### src/mce_pkg.sv
`default_nettype none
package mce_pkg;
	localparam logic [11:0] ADDR_CAPTURE_PIN_1_CTRL = 12'h000;
	localparam logic [11:0] ADDR_CAPTURE_PIN_2_CTRL = 12'h004;
	localparam logic [11:0] ADDR_CAPTURE_PIN_3_CTRL = 12'h008;
	localparam logic [11:0] ADDR_ENC_CTRL = 12'h00C;
	localparam logic [11:0] ADDR_BUF1 = 12'h010;
	localparam logic [11:0] ADDR_BUF2 = 12'h014;
	localparam logic [11:0] ADDR_BUF3 = 12'h018;
	localparam logic [11:0] ADDR_FLAGS = 12'h01C;
	localparam logic [11:0] ADDR_MISC = 12'h020;
	localparam int CAP_REN_BIT = 6;
	localparam int ENC_VELDIS_BIT = 7;
	localparam int ENC_ERR_BIT = 6;
	localparam int ENC_DIR_BIT = 5;
	localparam int MISC_TRIG_RST_DIS_BIT = 0;
	localparam int MISC_POS_IE_BIT = 1;
	localparam logic [7:0] CAP_CTRL_RST = 8'h00;
	localparam logic [7:0] ENC_CTRL_RST = 8'h00;
	localparam logic [3:0] CM_OFF = 4'h0;
	localparam logic [3:0] CM_FALL = 4'h1;
	localparam logic [3:0] CM_RISE = 4'h2;
	localparam logic [3:0] CM_RISE4 = 4'h3;
	localparam logic [3:0] CM_RISE16 = 4'h4;
	localparam logic [3:0] CM_PERIOD = 4'h5;
	localparam logic [3:0] CM_PW_FR = 4'h6;
	localparam logic [3:0] CM_PW_RF = 4'h7;
	localparam logic [3:0] CM_STATE = 4'h8;
	localparam logic [3:0] CM_TRIG_F = 4'hE;
	localparam logic [3:0] CM_TRIG_R = 4'hF;
	localparam logic [2:0] EM_OFF = 3'h0;
	localparam logic [2:0] EM_X2_IDX = 3'h1;
	localparam logic [2:0] EM_X2_MAT = 3'h2;
	localparam logic [2:0] EM_X4_IDX = 3'h5;
	localparam logic [2:0] EM_X4_MAT = 3'h6;
	localparam logic [5:0] PRESC_4_MAX = 6'h03;
	localparam logic [5:0] PRESC_16_MAX = 6'h0F;
	localparam logic [5:0] PRESC_64_MAX = 6'h3F;
	typedef struct packed {
		logic [11:0] addr;
		logic write;
		logic [31:0] wdata;
	} mce_apb_req_t;
	typedef struct packed {
		logic capture_pin_3;
		logic capture_pin_2;
		logic capture_pin_1;
	} mce_pins_t;
endpackage
`default_nettype wire

### src/mce_ctrl.sv
// Design decisions made here: register access over APB and the register addresses.
`default_nettype none
// Overview of operation
// - state-change mode captures both edges
// - three state-change channels detect hall transitions
// - first edge after mode select captures if it qualifies
// - every active edge captures; reset if enabled
// - mode switching never touches time base
// - capture reset gated by reset enable
// - pulse-width always resets at initiating edge
// - per-channel flag on capture events
// - channel 1 trigger mode, no flag
// - 1110 falling, 1111 rising trigger
// - trigger resets time base unless disabled
// - edges sampled once per cycle, late next
// - encoder mode wins over capture
// - encoder remaps the three buffers
// - 16-bit up/down count, x2 or x4
// - edge detect, index sample, direction, velocity
// - count reset by match or index, flag
// - direction bit, change sets flag
// - error on wrap in index mode, sw clear
// - velocity postscaler 1, 4, 16, 64
// - edge modes with per-channel prescaler
// - velocity active only when enabled, encoder on
// - encoder mode code decode
module mce_ctrl
	import mce_pkg::*;
(
	// clock and reset
	input wire logic i_core_clk,
	input wire logic i_rst_n,
	// apb slave
	input wire logic i_psel,
	input wire logic i_penable,
	input wire logic i_pwrite,
	input wire logic [11:0] i_paddr,
	input wire logic [31:0] i_pwdata,
	output logic [31:0] o_prdata,
	output logic o_pready,
	output logic o_pslverr,
	// pins, asynchronous
	input wire logic i_capture_pin_1,
	input wire logic i_capture_pin_2,
	input wire logic i_capture_pin_3,
	// time base
	input wire logic [15:0] i_timebase,
	output logic o_timebase_reset,
	output logic o_special_trigger,
	output logic o_velocity_pulse
);
	mce_apb_req_t req;
	mce_pins_t s1_r, s2_r, prev_r;
	logic [7:0] cap_ctrl_r [3];
	logic [7:0] enc_ctrl_r;
	logic [1:0] misc_r;
	logic [15:0] buf_r [3];
	logic [15:0] pos_count_r, pos_limit_r, vel_cnt_r;
	logic [2:0] flag_r;
	logic [3:0] presc_r [3];
	logic [2:0] armed_r;
	logic [5:0] vdiv_r;
	logic idx_prev_r;
	logic wr, rd;
	logic [2:0] pin_now, pin_old, rise, fall;
	logic [2:0] cap_ev, rst_ev, cap_flag;
	logic [3:0] mode [3];
	logic [2:0] em;
	logic enc_on, enc_idx_mode, trig_ev;
	logic pa, pb, pa_old, pb_old, idx, a_edge, b_edge, cnt_ev, up;
	logic idx_ev, match_ev, wrap_ev, pos_rst_ev, dir_chg, vel_ev;
	logic [5:0] vmax;

	assign req = '{addr: i_paddr, write: i_pwrite, wdata: i_pwdata};
	assign wr = i_psel && i_penable && req.write;
	assign rd = i_psel && i_penable && !req.write;
	assign o_pready = 1'b1;
	assign o_pslverr = 1'b0;

	always_ff @(posedge i_core_clk or negedge i_rst_n)
	begin
		if (!i_rst_n)
		begin
			s1_r <= '0;
			s2_r <= '0;
			prev_r <= '0;
		end
		else
		begin
			s1_r <= '{i_capture_pin_3, i_capture_pin_2, i_capture_pin_1};
			s2_r <= s1_r;
			prev_r <= s2_r;
		end
	end
	assign pin_now = s2_r;
	assign pin_old = prev_r;
	assign rise = pin_now & ~pin_old;
	assign fall = ~pin_now & pin_old;

	assign em = enc_ctrl_r[4:2];
	assign enc_on = (em == EM_X2_IDX) || (em == EM_X2_MAT) ||
		(em == EM_X4_IDX) || (em == EM_X4_MAT);
	assign enc_idx_mode = (em == EM_X2_IDX) || (em == EM_X4_IDX);
	assign pa = pin_now[0];
	assign pb = pin_now[1];
	assign idx = pin_now[2];
	assign pa_old = pin_old[0];
	assign pb_old = pin_old[1];

	// capture event decode, one channel per generate pass
	generate
		for (genvar c = 0; c < 3; c++)
		begin : g_ch
			logic [3:0] m;
			logic presc_hit;
			assign m = enc_on ? CM_OFF : cap_ctrl_r[c][3:0];
			assign mode[c] = m;
			assign presc_hit = (m == CM_RISE4) ?
				(presc_r[c] == PRESC_4_MAX[3:0]) :
				(presc_r[c] == PRESC_16_MAX[3:0]);
			always_comb
			begin
				cap_ev[c] = 1'b0;
				rst_ev[c] = 1'b0;
				case (m)
					CM_FALL: cap_ev[c] = fall[c];
					CM_RISE, CM_PERIOD: cap_ev[c] = rise[c];
					CM_RISE4, CM_RISE16:
						cap_ev[c] = rise[c] && (presc_hit || !armed_r[c]);
					// reset at start, capture at end
					CM_PW_FR:
					begin
						rst_ev[c] = fall[c];
						cap_ev[c] = rise[c] || (fall[c] && !armed_r[c]);
					end
					CM_PW_RF:
					begin
						rst_ev[c] = rise[c];
						cap_ev[c] = fall[c] || (rise[c] && !armed_r[c]);
					end
					CM_STATE: cap_ev[c] = rise[c] | fall[c];
					default: cap_ev[c] = 1'b0;
				endcase
				if (m != CM_PW_FR && m != CM_PW_RF)
					rst_ev[c] = cap_ev[c] && cap_ctrl_r[c][CAP_REN_BIT];
			end
			assign cap_flag[c] = cap_ev[c];
			always_ff @(posedge i_core_clk or negedge i_rst_n)
			begin
				if (!i_rst_n)
				begin
					presc_r[c] <= '0;
					armed_r[c] <= 1'b0;
				end
				else if (m == CM_OFF || wr && req.addr == 12'(c * 4))
				begin
					// prescaler cleared only when disabled
					if (m == CM_OFF)
						presc_r[c] <= '0;
					armed_r[c] <= 1'b0;
				end
				else
				begin
					if ((m == CM_RISE4 || m == CM_RISE16) && rise[c])
						presc_r[c] <= presc_hit ? 4'h0 : presc_r[c] + 4'h1;
					if (rise[c] || fall[c])
						armed_r[c] <= 1'b1;
				end
			end
		end
	endgenerate

	assign trig_ev = !enc_on &&
		((cap_ctrl_r[0][3:0] == CM_TRIG_F && fall[0]) ||
		(cap_ctrl_r[0][3:0] == CM_TRIG_R && rise[0]));

	assign a_edge = pa ^ pa_old;
	assign b_edge = pb ^ pb_old;
	assign cnt_ev = enc_on && (a_edge ||
		(b_edge && (em == EM_X4_IDX || em == EM_X4_MAT)));
	// forward when a leads b
	assign up = a_edge ? (pa ^ pb) : !(pa ^ pb);
	assign dir_chg = cnt_ev && (up != enc_ctrl_r[ENC_DIR_BIT]);
	assign idx_ev = enc_idx_mode && idx && !idx_prev_r;
	assign match_ev = cnt_ev && !enc_idx_mode &&
		(up ? pos_count_r == pos_limit_r : pos_count_r == 16'h0000);
	assign wrap_ev = cnt_ev && enc_idx_mode &&
		(up ? pos_count_r == 16'hFFFF : pos_count_r == 16'h0000);
	assign pos_rst_ev = (idx_ev || match_ev) && misc_r[MISC_POS_IE_BIT];

	always_ff @(posedge i_core_clk or negedge i_rst_n)
	begin
		if (!i_rst_n)
		begin
			pos_count_r <= '0;
			idx_prev_r <= 1'b0;
		end
		else
		begin
			idx_prev_r <= idx;
			if (wr && req.addr == ADDR_BUF2)
				pos_count_r <= req.wdata[15:0];
			else if (idx_ev)
				pos_count_r <= 16'h0000;
			else if (match_ev)
				pos_count_r <= up ? 16'h0000 : pos_limit_r;
			else if (cnt_ev)
				pos_count_r <= up ? pos_count_r + 16'h0001 :
					pos_count_r - 16'h0001;
		end
	end

	assign vel_ev = cnt_ev && !enc_ctrl_r[ENC_VELDIS_BIT];
	always_comb
	begin
		case (enc_ctrl_r[1:0])
			2'b00: vmax = 6'h00;
			2'b01: vmax = PRESC_4_MAX;
			2'b10: vmax = PRESC_16_MAX;
			default: vmax = PRESC_64_MAX;
		endcase
	end
	always_ff @(posedge i_core_clk or negedge i_rst_n)
	begin
		if (!i_rst_n)
		begin
			vdiv_r <= '0;
			o_velocity_pulse <= 1'b0;
		end
		else
		begin
			o_velocity_pulse <= 1'b0;
			if (vel_ev)
			begin
				vdiv_r <= (vdiv_r >= vmax) ? 6'h00 : vdiv_r + 6'h01;
				o_velocity_pulse <= (vdiv_r >= vmax);
			end
		end
	end

	always_ff @(posedge i_core_clk or negedge i_rst_n)
	begin
		if (!i_rst_n)
		begin
			o_timebase_reset <= 1'b0;
			o_special_trigger <= 1'b0;
		end
		else
		begin
			o_special_trigger <= trig_ev;
			o_timebase_reset <= (|rst_ev) ||
				(trig_ev && !misc_r[MISC_TRIG_RST_DIS_BIT]);
		end
	end

	always_ff @(posedge i_core_clk or negedge i_rst_n)
	begin
		if (!i_rst_n)
		begin
			buf_r[0] <= '0;
			buf_r[1] <= '0;
			buf_r[2] <= '0;
			pos_limit_r <= '0;
			vel_cnt_r <= '0;
		end
		else
		begin
			for (int c = 0; c < 3; c++)
				if (cap_ev[c])
					buf_r[c] <= i_timebase;
			if (vel_ev)
				vel_cnt_r <= i_timebase;
			if (wr && req.addr == ADDR_BUF3)
				pos_limit_r <= req.wdata[15:0];
		end
	end

	always_ff @(posedge i_core_clk or negedge i_rst_n)
	begin
		if (!i_rst_n)
		begin
			flag_r <= '0;
			enc_ctrl_r <= ENC_CTRL_RST;
			cap_ctrl_r[0] <= CAP_CTRL_RST;
			cap_ctrl_r[1] <= CAP_CTRL_RST;
			cap_ctrl_r[2] <= CAP_CTRL_RST;
			misc_r <= '0;
		end
		else
		begin
			if (wr && req.addr == ADDR_FLAGS)
				flag_r <= flag_r & ~req.wdata[2:0];
			if (cap_flag[0] || (enc_on && vel_ev))
				flag_r[0] <= 1'b1;
			if (cap_flag[1] || pos_rst_ev)
				flag_r[1] <= 1'b1;
			if (cap_flag[2] || dir_chg)
				flag_r[2] <= 1'b1;
			for (int c = 0; c < 3; c++)
				if (wr && req.addr == 12'(c * 4))
					cap_ctrl_r[c] <= {1'b0, req.wdata[6], 2'b00,
						req.wdata[3:0]};
			if (wr && req.addr == ADDR_MISC)
				misc_r <= req.wdata[1:0];
			if (wr && req.addr == ADDR_ENC_CTRL)
			begin
				enc_ctrl_r[7] <= req.wdata[7];
				enc_ctrl_r[4:0] <= req.wdata[4:0];
				if (!req.wdata[ENC_ERR_BIT])
					enc_ctrl_r[ENC_ERR_BIT] <= 1'b0;
			end
			if (wrap_ev)
				enc_ctrl_r[ENC_ERR_BIT] <= 1'b1;
			if (cnt_ev)
				enc_ctrl_r[ENC_DIR_BIT] <= up;
		end
	end

	always_ff @(posedge i_core_clk or negedge i_rst_n)
	begin
		if (!i_rst_n)
			o_prdata <= '0;
		else if (i_psel && !i_penable && !req.write)
		begin
			case (req.addr)
				ADDR_CAPTURE_PIN_1_CTRL: o_prdata <= {24'h0, cap_ctrl_r[0]};
				ADDR_CAPTURE_PIN_2_CTRL: o_prdata <= {24'h0, cap_ctrl_r[1]};
				ADDR_CAPTURE_PIN_3_CTRL: o_prdata <= {24'h0, cap_ctrl_r[2]};
				ADDR_ENC_CTRL: o_prdata <= {24'h0, enc_ctrl_r};
				ADDR_BUF1: o_prdata <= {16'h0,
					enc_on ? vel_cnt_r : buf_r[0]};
				ADDR_BUF2: o_prdata <= {16'h0,
					enc_on ? pos_count_r : buf_r[1]};
				ADDR_BUF3: o_prdata <= {16'h0,
					enc_on ? pos_limit_r : buf_r[2]};
				ADDR_FLAGS: o_prdata <= {29'h0, flag_r};
				ADDR_MISC: o_prdata <= {30'h0, misc_r};
				default: o_prdata <= '0;
			endcase
		end
	end

	property p_err_idx;
		@(posedge i_core_clk) disable iff (!i_rst_n)
		wrap_ev |=> enc_ctrl_r[ENC_ERR_BIT];
	endproperty
	a_err_idx: assert property (p_err_idx)
		else $error("position error not set");
	property p_trig;
		@(posedge i_core_clk) disable iff (!i_rst_n)
		trig_ev |=> o_special_trigger &&
			(!flag_r[0] || $past(flag_r[0]));
	endproperty
	a_trig: assert property (p_trig)
		else $error("trigger not issued");
	property p_buf;
		@(posedge i_core_clk) disable iff (!i_rst_n)
		cap_ev[1] |=> buf_r[1] == $past(i_timebase);
	endproperty
	a_buf: assert property (p_buf)
		else $error("buffer not stamped");
	property p_excl;
		@(posedge i_core_clk) disable iff (!i_rst_n)
		enc_on |-> cap_ev == 3'b000 && !trig_ev;
	endproperty
	a_excl: assert property (p_excl)
		else $error("capture active in encoder mode");
	property p_pw_rst;
		@(posedge i_core_clk) disable iff (!i_rst_n)
		(mode[0] == CM_PW_RF && rise[0]) |=> o_timebase_reset;
	endproperty
	a_pw_rst: assert property (p_pw_rst)
		else $error("pulse width did not reset time base");
	property p_dir;
		@(posedge i_core_clk) disable iff (!i_rst_n)
		dir_chg |=> flag_r[2] && enc_ctrl_r[ENC_DIR_BIT] == $past(up);
	endproperty
	a_dir: assert property (p_dir)
		else $error("direction change not flagged");
	property p_state;
		@(posedge i_core_clk) disable iff (!i_rst_n)
		(mode[0] == CM_STATE && (rise[0] || fall[0])) |=> flag_r[0];
	endproperty
	a_state: assert property (p_state)
		else $error("state change not captured");
	property p_norst;
		@(posedge i_core_clk) disable iff (!i_rst_n)
		(rst_ev == 3'b000 && !trig_ev) |=> !o_timebase_reset;
	endproperty
	a_norst: assert property (p_norst)
		else $error("spurious time base reset");
endmodule
`default_nettype wire

### config.mk
export PLATFORM = sky130hd
export DESIGN_NAME = mce_ctrl
export DESIGN_NICKNAME = d
export VERILOG_FILES = /design/src/mce_pkg.sv /design/src/mce_ctrl.sv
export SDC_FILE = /design/constraint.sdc
export NUM_CORES = 1
export LEC_CHECK = 0
export BUFFER_PORTS_ARGS = -buffer_cell sky130_fd_sc_hd__buf_2
export CAP_MARGIN = 5
export CORE_MARGIN = 3
export CORE_UTILIZATION = 60
export CTS_CLUSTER_SIZE = 10
export DETAILED_ROUTE_END_ITERATION = 10
export PLACE_DENSITY = 0.86
export SYNTH_ARGS = -nofsm -noshare
export SYNTH_HDL_FRONTEND = slang
export SYNTH_SLANG_ARGS = --single-unit
### constraint.sdc
create_clock -name i_core_clk -period 4.1 [get_ports i_core_clk]
set_clock_uncertainty 0.2 [all_clocks]
set_input_delay 0.41 -clock i_core_clk [delete_from_list [all_inputs] [get_ports i_core_clk]]
set_output_delay 0.41 -clock i_core_clk [all_outputs]
set_load 0.01 [all_outputs]
==> results.toml, run 1 <==
[cells_and_area]
nets = 1179
fill_cells = 1132
drive_gt1_share_pct = 18.41
synthToLayoutAreaGrowth_pct = 12.44

[synthesis]
synthXorXnorAreaFrac_pct = 2.905
synth_compound_area_share_pct = 16.82
synth-async-reset-ratio_pct = 100.0
ys_types = 77
avgSynthCellArea_um2 = 9.798
synth-edff-count = 0
ys_seq_area_share_pct = 43.70
synth.most_common_cell = "dfrtp_1"
synthTopCellsByArea = "dfrtp_1 44%, nand2_1 5.4%, mux2_2 5.2%, mux2_1 3.9%, ha_1 3.8%"
synthAdderAreaFrac_pct = 3.991
synth_top_area_cell = "dfrtp_1"
synth_top_family_by_area = "compound AO/OA/AOI/OAI gates"
synth_common_cells = "173 x dfrtp_1, 143 x nand2_1, 90 x nor2_1"
synth_top_area_share_pct = 43.70
ys_seq_elements = 173
netlist_area_um2 = 9906
synthMuxAreaShare_pct = 11.32
ys.flop_type = "dfrtp_1"
netlist_instances = 1011
yosys_warnings = 0
yosys.area_share.simple_pct = 16.69

[power_and_ir_drop]
p_comb_share_pct = 8.6
seq_power_share_pct = 46.6
clkPwrFrac_pct = 44.9
cellPowerDensity_nw_per_um2 = 343.9
p_int_mw = 2.891
sw_frac_of_total_pct = 24.52
vdd_ir_drop_max_mv = 0.2503
leakage_nw = 5.060
switchingPower_mw = 0.9392
p_total_mw = 3.830

[detailed_routing]
met3_length_mm = 2.846
wl_per_cell_um = 20.96
vias_per_cell = 6.583
met1Wirelength_mm = 10.83
dr.pass1.iters = 9
detail-route-antenna-nets = 0
drc = 0
num_vias = 8617
met2_length_mm = 12.73
routed_wirelength_mm = 27.43
top_layer_used = "met4"
drtIter0Drc = 1158

[floorplanning]
io_pins = 105
dieArea_um2 = 18090
core_region_area_um2 = 16000
dieHeight_um = 134.5
die_width_um = 134.5
std_cell_rows = 46
start_util_pct = 61.91

[clocking]
clock-sinks = 173
clkSlewWorstSetupHoldPaths_ns = 0.07
htreeDepth = 4
clock_latency_ns = 0.44
cts_made_buffers = 17
clk_path_buf_depth = 2
cts_tree = "yes"
ctsHoldBuffers = 5
root_buffer = "clkbuf_16"
cts_resized = 0
cts_setup_buffers = 0

[timing]
hold_violations = 0
finalSetupTns_ns = 0
fmax_mhz = 288.5
rsz0062_at_grt = "false"
setup_viol = 0
tightest_slew_ns = 0.9984
relSlewSlack_pct = 33.28
period_needed_ns = 3.467
drv_slew = 0
finalCritPeriodShare_pct = 84.55

[setup_path]
path_class = "reg -> reg"
cp.arrival_ns = 3.57
crit_required_ns = 4.20
cp-start-kind = "flop"
critical_path.max_fanout = 12
critPathCaptureType = "flop"

[min_path]
hold_path.class = "in -> reg"

[flow_run]
drv_cap = 0

[place]
gp_congestion = 0.9875
dp_hpwl_mm = 18.68
io_buffers = 70

[global_routing]
grt_overflow_total = 0
grt_max_degree = 95
grt_usage_pct = 30.61
antenna_found_initial = 1
grt_pass1_vias = 8502
grt_pass1_wl_mm = 43.93

[outcome]
outcome = "finished, final reports clean"
==> state kept, by name (all words and copies together), names as in the netlist, 3 cells and up <==
register / flops
cap_ctrl_r: 15
s1_r: 3
enc_ctrl_r: 8
vdiv_r: 6
armed_r: 3
pos_count_r: 16
o_prdata: 16
pos_limit_r: 16
buf_r: 48
vel_cnt_r: 16
flag_r: 3
presc_r: 12
==> path summary, 6_finish.rpt <==
check                                  startpoint                           to  slack [ns]  cells after the start
worst max register to register       pb$_DFF_PN0_  pos_count_r[15]$_DFFE_PN0P_        0.63                      9
max in group asynchronous                 i_rst_n    enc_ctrl_r[0]$_DFFE_PN0P_        2.32                      3
min in group asynchronous                 i_rst_n       presc_r[5]$_DFFE_PN0P_        0.44                      2
worst min register to register  s1_r[0]$_DFF_PN0_                 pa$_DFF_PN0_        0.15                      0
worst max-delay path                 pb$_DFF_PN0_  pos_count_r[15]$_DFFE_PN0P_        0.63                      9
worst min-delay path                 i_pwdata[13]  pos_limit_r[13]$_DFFE_PN0P_       0.004                      2
==> stage by stage <==
step	instance area, µm²	hold slack, ns	setup WS (ns)	std cells	util, %
5_1_grt	11140	0.01843	0.4301	1309	69.61
4_1_cts	11140	0.002471	0.7017	1308	69.60
6_report	11140	0.003921	0.6333	1309	69.61
3_3_place_gp	10470	0.1340	0.8260	1272	65.41
2_1_floorplan	9966	-0.08559	0.7404	1027	-
3_5_place_dp	10470	0.1355	0.7275	1272	65.41
==> cells in the final DEF (no fill, tap or decap), types with 8 or more instances in the layout <==
cell       netlist  layout
mux2_2          46      46
a21oi_1         37      37
buf_4           19      25
a222oi_1        20      20
mux2i_1         10      10
nor4_1          15      15
nand3b_1         9       9
buf_2           11      69
nor3_1          21      21
nand4_1         13      13
xnor2_1         25      24
mux2_1          34      34
a21o_1          15      15
ha_1            30      30
conb_1           2      18
nand3_1         20      20
clkbuf_16        0      17
a221oi_1        14      14
a22oi_1         16      16
nand2_1        143     143
mux2_4           8       8
dfrtp_1        173     173
a211oi_1         9       9
o21ai_0         39      39
nor2_1          90      87
o21ai_1          9       9
inv_1           25      25
==> metal layers <==
| layer | vias up | track usage [%] |
|---|---|---|
| met5 | - | 0.2778 |
| met4 | 0 | 13.29 |
| met3 | 94 | 7.414 |
| met2 | 550 | 47.91 |
| met1 | 4167 | 41.03 |
| li1 | 3806 | - |
==> critical path, cell delays in order (launching register included) <==
cell	delay, ns
dfrtp_1	0.45
xor2_2	0.67
ha_1	0.46
a41o_1	0.25
a221oi_1	0.41
o32ai_1	0.24
mux2i_1	0.29
nor2b_1	0.08
o21ai_0	0.17
o21ai_0	0.09
==> cell type report <==
class / instances / area, µm² / area share, %
inverters: 26 / 97.59 / 0.8762
diodes: 1 / 2.502 / 0.02247
well taps: 216 / 270.3 / 2.426
flip-flops and latches: 173 / 4329 / 38.87
multi-input cells: 762 / 5225 / 46.91
repair buffers: 100 / 594.3 / 5.336
clock inverters: 13 / 190.2 / 1.707
clock buffers: 18 / 429.2 / 3.853
==> kinds of logic (layout without fill, tap and decap cells) <==
| family | count (synthesis) | after routing |
|---|---|---|
| flops | 173 | 173 |
| fa+ha+maj | 31 | 31 |
| simple gates | 357 | 357 |
| other cells | 2 | 19 |
| mux | 98 | 98 |
| buf+inv | 92 | 157 |
| xor+xnor | 32 | 32 |
| compound gates | 226 | 226 |
==> power by group through the flow <==
stage	combinational, mW	sequential [mW]	clock [mW]
floorplan	0.198	1.80	0
global placement	0.305	1.81	0
detailed placement	0.315	1.81	0
CTS	0.323	1.78	1.72
global route	0.363	1.79	1.80
finish	0.328	1.78	1.72
(Power assumes the default switching activity.)
==> run 2: changes to the inputs <==
--- a/config.mk
+++ b/config.mk
@@ -5,6 +5,7 @@
 export SDC_FILE = /design/constraint.sdc
 export NUM_CORES = 1
 export LEC_CHECK = 0
+export ABC_AREA = 1
 export BUFFER_PORTS_ARGS = -buffer_cell sky130_fd_sc_hd__buf_2
 export CAP_MARGIN = 5
 export CORE_MARGIN = 3
==> constraint.sdc (replaced) <==
create_clock -name i_core_clk -period 3.5 [get_ports i_core_clk]
set_clock_uncertainty 0.2 [all_clocks]
set_input_delay 0.35 -clock i_core_clk [delete_from_list [all_inputs] [get_ports i_core_clk]]
set_output_delay 0.35 -clock i_core_clk [all_outputs]
set_load 0.01 [all_outputs]
==> run 2 against run 1 <==
Net effect: area after synthesis grew 7.0%; cell count grew 33%; global-route usage shrank 1.1 points; first-iteration DRC count shrank 9.8%; sequential cell count is the same; hold slack gained 0.0072 ns; critical endpoint is now o_timebase_reset$_DFF_PN0_.
==> results.toml, run 2 <==
[cells_and_area]
top_register = "buf_r"
drive_gt1_share_pct = 11.33
diodes = 0
final_cell_mix = "462 x nand2_1, 173 x dfrtp_1, 149 x inv_1, 120 x o21ai_0, 97 x nor2_1"
largest_register_ffs = 48
fill_cells = 1329
synthToLayoutAreaGrowth_pct = 12.00
nets = 1613
mostFrequentLayoutCell = "nand2_1"
stdcell_area_um2 = 11870

[detailed_routing]
met1Wirelength_mm = 12.08
vias_per_cell = 5.755
met2_length_mm = 13.05
routed_wirelength_mm = 28.52
detail-route-antenna-nets = 0
drc = 0
drtIter0Drc = 1044
wl_per_cell_um = 16.33
dr.pass1.iters = 7
num_vias = 10050
top_layer_used = "met4"
met3_length_mm = 2.693

[timing]
hold_ws_ns = 0.01116
hold_violations = 0
finalCritPeriodShare_pct = 89.35
finalSetupTns_ns = 0
tightest_slew_ns = 0.8635
fmax_mhz = 319.8
rsz0062_at_grt = "false"
relSlewSlack_pct = 42.29
period_needed_ns = 3.127
drv_slew = 0
setup_viol = 0

[clocking]
cts_resized = 0
cts_made_buffers = 17
clock-sinks = 173
htreeDepth = 4
cts_setup_buffers = 0
cts_tree = "yes"
clkSlewWorstSetupHoldPaths_ns = 0.08
clock_latency_ns = 0.44
root_buffer = "clkbuf_16"
clk_path_buf_depth = 2

[min_path]
worstHoldStart = "i_pwdata[14]"
hold_path.class = "in -> reg"
hold_depth = 3
whs_endpoint = "pos_limit_r[14]$_DFFE_PN0P_"

[synthesis]
ys.flop_type = "dfrtp_1"
yosys_warnings = 0
synth.most_common_cell = "nand2_1"
ys_seq_elements = 173
avgSynthCellArea_um2 = 7.385
synth_top_area_share_pct = 40.85
netlist_instances = 1435
ys_seq_area_share_pct = 40.85
netlist_area_um2 = 10600
synth-edff-count = 0
synth-async-reset-ratio_pct = 100.0
synth_top_area_cell = "dfrtp_1"
ys_types = 56
synth_common_cells = "462 x nand2_1, 173 x dfrtp_1, 149 x inv_1"
synthTopCellsByArea = "dfrtp_1 41%, nand2_1 16%, o21ai_0 5.7%, inv_1 5.3%, nand3_1 4.2%"

[place]
gp_congestion = 0.9692
dpl_cell_area_um2 = 10980
io_buffers = 70
dp_hpwl_mm = 19.81

[global_routing]
grt_max_degree = 73
grt_pass1_vias = 9340
grt_usage_pct = 29.47
antenna_found_initial = 0
grt_pass1_wl_mm = 46.69
grt_overflow_total = 0

[setup_path]
cp.arrival_ns = 3.29
r2r_slack_ns = 0.37
timing.rr.start = "enc_ctrl_r[3]$_DFFE_PN0P_"
critPathCaptureType = "flop"
crit_required_ns = 3.66
reg2reg_depth = 11
r2r_end = "o_timebase_reset$_DFF_PN0_"
cp-start-kind = "flop"
path_class = "reg -> reg"
critical_path.max_fanout = 37

[outcome]
outcome = "finished, final reports clean"

[floorplanning]
die_width_um = 138.9
io_pins = 105
dieHeight_um = 138.9
std_cell_rows = 47
dieArea_um2 = 19290
start_util_pct = 62.57
core_region_area_um2 = 16940

[flow_run]
drv_cap = 0

[power_and_ir_drop]
vdd_ir_drop_max_mv = 0.3676
leakage_nw = 5.930
cellPowerDensity_nw_per_um2 = 382.5
-- run 2: power by group --
group          internal, mW  switching (mW)
Sequential             2.05          0.0398
Combinational         0.156           0.280
Clock                  1.05           0.968
Total                  3.25            1.29
-- run 2: routing by layer --
| metal | GRT usage (%) | vias up |
|---|---|---|
| met5 | 0 | - |
| met3 | 6.345 | 70 |
| met1 | 41.44 | 4718 |
| li1 | - | 4763 |
| met4 | 9.269 | 0 |
| met2 | 46.13 | 503 |
-- run 2: metrics by stage --
step | std cells | utilization [%] | power (mW) | setup WS [ns]
final | 1747 | 70.08 | 4.540 | 0.3729
after global routing | 1747 | 70.08 | 4.692 | 0.1428
after CTS | 1747 | 70.08 | 4.537 | 0.4884
after detailed placement | 1689 | 64.82 | 2.524 | 0.5501
after global placement | 1689 | 64.82 | 2.514 | 0.5883
after floorplan | 1451 | - | 2.369 | 0.7020
-- run 2: cells by family after synthesis --
| kind of cell | after synthesis | share of synthesized area (%) |
|---|---|---|
| AO/OA/AOI/OAI | 255 | 13.90 |
| buffers and inverters | 220 | 9.469 |
| adder cells (fa/ha/maj) | 31 | 3.731 |
| flip-flops | 173 | 40.85 |
| other | 2 | 0.07086 |
| multiplexers | 5 | 0.5312 |
| AND/OR/NAND/NOR | 718 | 28.89 |
| XOR/XNOR | 31 | 2.562 |
-- run 2: what timing repair did --
item / 4_1_cts / 5_1_grt
hold buffers: 26 / 0
hold endpoints to repair: 133 / 0
endpoints found under the setup margin: 0 / 0
-- run 2: final cells by class --
type / instances / area, µm² / share of cell area (%)
multi-input cells: 1058 / 5330 / 44.91
flip-flops and latches: 173 / 4329 / 36.47
well taps: 220 / 275.3 / 2.319
inverters: 157 / 591.8 / 4.986
clock inverters: 15 / 205.2 / 1.729
repair buffers: 107 / 711.9 / 5.998
clock buffers: 17 / 425.4 / 3.584
-- run 2: critical path: stages (launching register included) --
cell     delay (ns)
dfrtp_1        0.44
inv_2          0.13
nand2_4        0.17
nand2_4        0.40
inv_4          0.14
o21ai_0        0.19
nand2_1        0.16
a21oi_2        0.23
nand2_1        0.16
nand2_2        0.54
nand2_1        0.11
nand4_1        0.16
-- run 2: worst max-delay path by stage --
stage	from	cells after the start	slack, ns	to
3_5_place_dp	pb$_DFF_PN0_	14	0.55	pos_count_r[13]$_DFFE_PN0P_
5_1_grt	pa_old$_DFF_PN0_	14	0.14	pos_count_r[15]$_DFFE_PN0P_
4_1_cts	enc_ctrl_r[3]$_DFFE_PN0P_	11	0.49	o_timebase_reset$_DFF_PN0_
6_report	enc_ctrl_r[3]$_DFFE_PN0P_	11	0.37	o_timebase_reset$_DFF_PN0_
2_1_floorplan	pb$_DFF_PN0_	13	0.70	pos_count_r[15]$_DFFE_PN0P_
3_3_place_gp	pb$_DFF_PN0_	14	0.59	pos_count_r[13]$_DFFE_PN0P_
==> run 3: changes to the inputs <==
--- a/config.mk
+++ b/config.mk
@@ -8,11 +8,10 @@
 export ABC_AREA = 1
 export BUFFER_PORTS_ARGS = -buffer_cell sky130_fd_sc_hd__buf_2
 export CAP_MARGIN = 5
-export CORE_MARGIN = 3
-export CORE_UTILIZATION = 60
+export CORE_UTILIZATION = 30
 export CTS_CLUSTER_SIZE = 10
 export DETAILED_ROUTE_END_ITERATION = 10
-export PLACE_DENSITY = 0.86
+export PLACE_DENSITY = 0.51
 export SYNTH_ARGS = -nofsm -noshare
 export SYNTH_HDL_FRONTEND = slang
 export SYNTH_SLANG_ARGS = --single-unit
==> run 3 against run 2 <==
Net effect: count of clock-buffer cells in the layout rose by 2; non-clock buffer count rose by 7; total power increased by 0.88%; clock power grew 2%; sequential cell count did not move; register-to-register slack better by 0.25 ns; critical path type unchanged; largest cell class unchanged; cell count rose by 14%.
==> results.toml, run 3 (synthesis results as in run 2) <==
[place]
gp_congestion = 0.9194
pre_cts_ws_ns = 0.6117
io_buffers = 70
dp_hpwl_mm = 22.79

[setup_path]
r2r_slack_ns = 0.62
path_class = "reg -> reg"
cp-start-kind = "flop"
critical_path.max_fanout = 30
critPathCaptureType = "flop"
timing.rr.start = "enc_ctrl_r[3]$_DFFE_PN0P_"
cp.arrival_ns = 2.97
crit_required_ns = 3.59
critPathLaunch = "enc_ctrl_r[3]$_DFFE_PN0P_"

[power_and_ir_drop]
sw_frac_of_total_pct = 26.44
p_total_mw = 4.580
leakage_nw = 5.969
switchingPower_mw = 1.211
seq_power_share_pct = 45.5
p_comb_share_pct = 9.5
clkPwrFrac_pct = 44.9
cellPowerDensity_nw_per_um2 = 374.9
vdd_ir_drop_max_mv = 0.3060
p_int_mw = 3.369

[floorplanning]
die_width_um = 190.0
dieArea_um2 = 36080
dieHeight_um = 190.0
core_region_area_um2 = 34630
io_pins = 105
start_util_pct = 30.60
std_cell_rows = 68

[detailed_routing]
wl_per_cell_um = 15.74
detail-route-antenna-nets = 0
vias_per_cell = 4.815
dr.pass1.iters = 7
num_vias = 9578
routed_wirelength_mm = 31.31
drtIter0Drc = 680
drc = 0

[clocking]
root_buffer = "clkbuf_16"
clkSlewWorstSetupHoldPaths_ns = 0.07
htreeDepth = 4
cts_setup_buffers = 0
clock-sinks = 173
clock_latency_ns = 0.45
clk_path_buf_depth = 2
cts_tree = "yes"
cts_made_buffers = 17

[global_routing]
grt_pass1_vias = 9018
grt_max_degree = 71
antenna_found_initial = 0
grt_pass1_wl_mm = 49.91
grt_usage_pct = 17.82
grt_overflow_total = 0

[min_path]
worstHoldStart = "i_pwdata[5]"
hold_path.class = "in -> reg"

[timing]
fin_ws_ns = 0.6229
hold_ws_ns = 0.01431
relSlewSlack_pct = 52.42
drv_slew = 0
rsz0062_at_grt = "false"
fmax_mhz = 347.6
setup_viol = 0
tightest_slew_ns = 0.7129
finalCritPeriodShare_pct = 82.20
period_needed_ns = 2.877
finalSetupTns_ns = 0
hold_violations = 0

[outcome]
outcome = "finished, final reports clean"

[cells_and_area]
top_register = "buf_r"
largest_register_ffs = 48
synthToLayoutAreaGrowth_pct = 15.28
final_cell_mix = "462 x nand2_1, 173 x dfrtp_1, 149 x inv_1, 120 x o21ai_0, 97 x nor2_1"
drive_gt1_share_pct = 11.73
nets = 1620
mostFrequentLayoutCell = "nand2_1"
diodes = 0

[flow_run]
drv_cap = 0
[run 3: cell types whose count changed in the layout (fill, tap and decap cells not counted), sizes merged]
cell	previous run	this run
dlygate4sd3	26	25
bufinv	1	3
buf	81	89
clkinv	8	7
clkbuf	17	19
inv	163	160
[run 3: path summary, 6_finish.rpt]
kind / endpoint / cells after the start
min reg2reg: pa$_DFF_PN0_ / 0
min: pos_limit_r[5]$_DFFE_PN0P_ / 3
max in group asynchronous: buf_r[26]$_DFFE_PN0P_ / 3
max reg2reg: o_timebase_reset$_DFF_PN0_ / 14
max: o_timebase_reset$_DFF_PN0_ / 14
min in group asynchronous: flag_r[1]$_DFFE_PN0P_ / 2
[run 3: power groups by stage]
stage	clock (mW)	combinational (mW)	sequential (mW)
2_1_floorplan	0	0.257	2.11
6_report	2.06	0.437	2.08
4_1_cts	2.10	0.443	2.09
5_1_grt	2.18	0.499	2.09
3_5_place_dp	0	0.419	2.12
3_3_place_gp	0	0.415	2.12
[run 3: routing by layer]
layer | up-vias | global-route usage (%) | share of wire, %
met1 | 4540 | 25.05 | 48
met5 | - | 0 | 0
met3 | 32 | 2.749 | 4.3
met2 | 227 | 28.31 | 46
li1 | 4779 | - | -
met4 | 0 | 4.715 | 1.7
[run 3: repair_timing]
item	CTS	global route
setup endpoints to repair	0	0
hold endpoints to repair	105	0
hold buffers	25	0
resized for setup	0	0
[run 3: final cells by class]
class	count	area [µm²]
inverter	157	591.8
timing repair buffer	114	774.5
multi-input combinational	1058	5330
clock inverter	13	178.9
sequential	173	4329
fill	3768	22410
clock buffer	19	442.9
tap	455	569.3
[run 3: metrics by stage]
| stage | cell area (µm²) | std cells | util (%) |
|---|---|---|---|
| after global placement | 11340 | 1932 | 32.76 |
| final | 12220 | 1989 | 35.28 |
| after global routing | 12220 | 1989 | 35.28 |
| after detailed placement | 11340 | 1932 | 32.76 |
| after CTS | 12220 | 1989 | 35.28 |
| after floorplan | 10660 | 1451 | - |
[run 3: worst max-delay path, stage by stage (launching register included)]
cell and delay [ns]:
dfrtp_1 0.42, inv_2 0.10, nand2_4 0.17, nand2_4 0.32
inv_4 0.13, nand3_2 0.14, inv_1 0.07, nand2_1 0.05
nand2_1 0.04, nand2_1 0.05, nand3_1 0.08, nor2_2 0.30
nand2_4 0.32, nand2_1 0.17, nand4_1 0.13
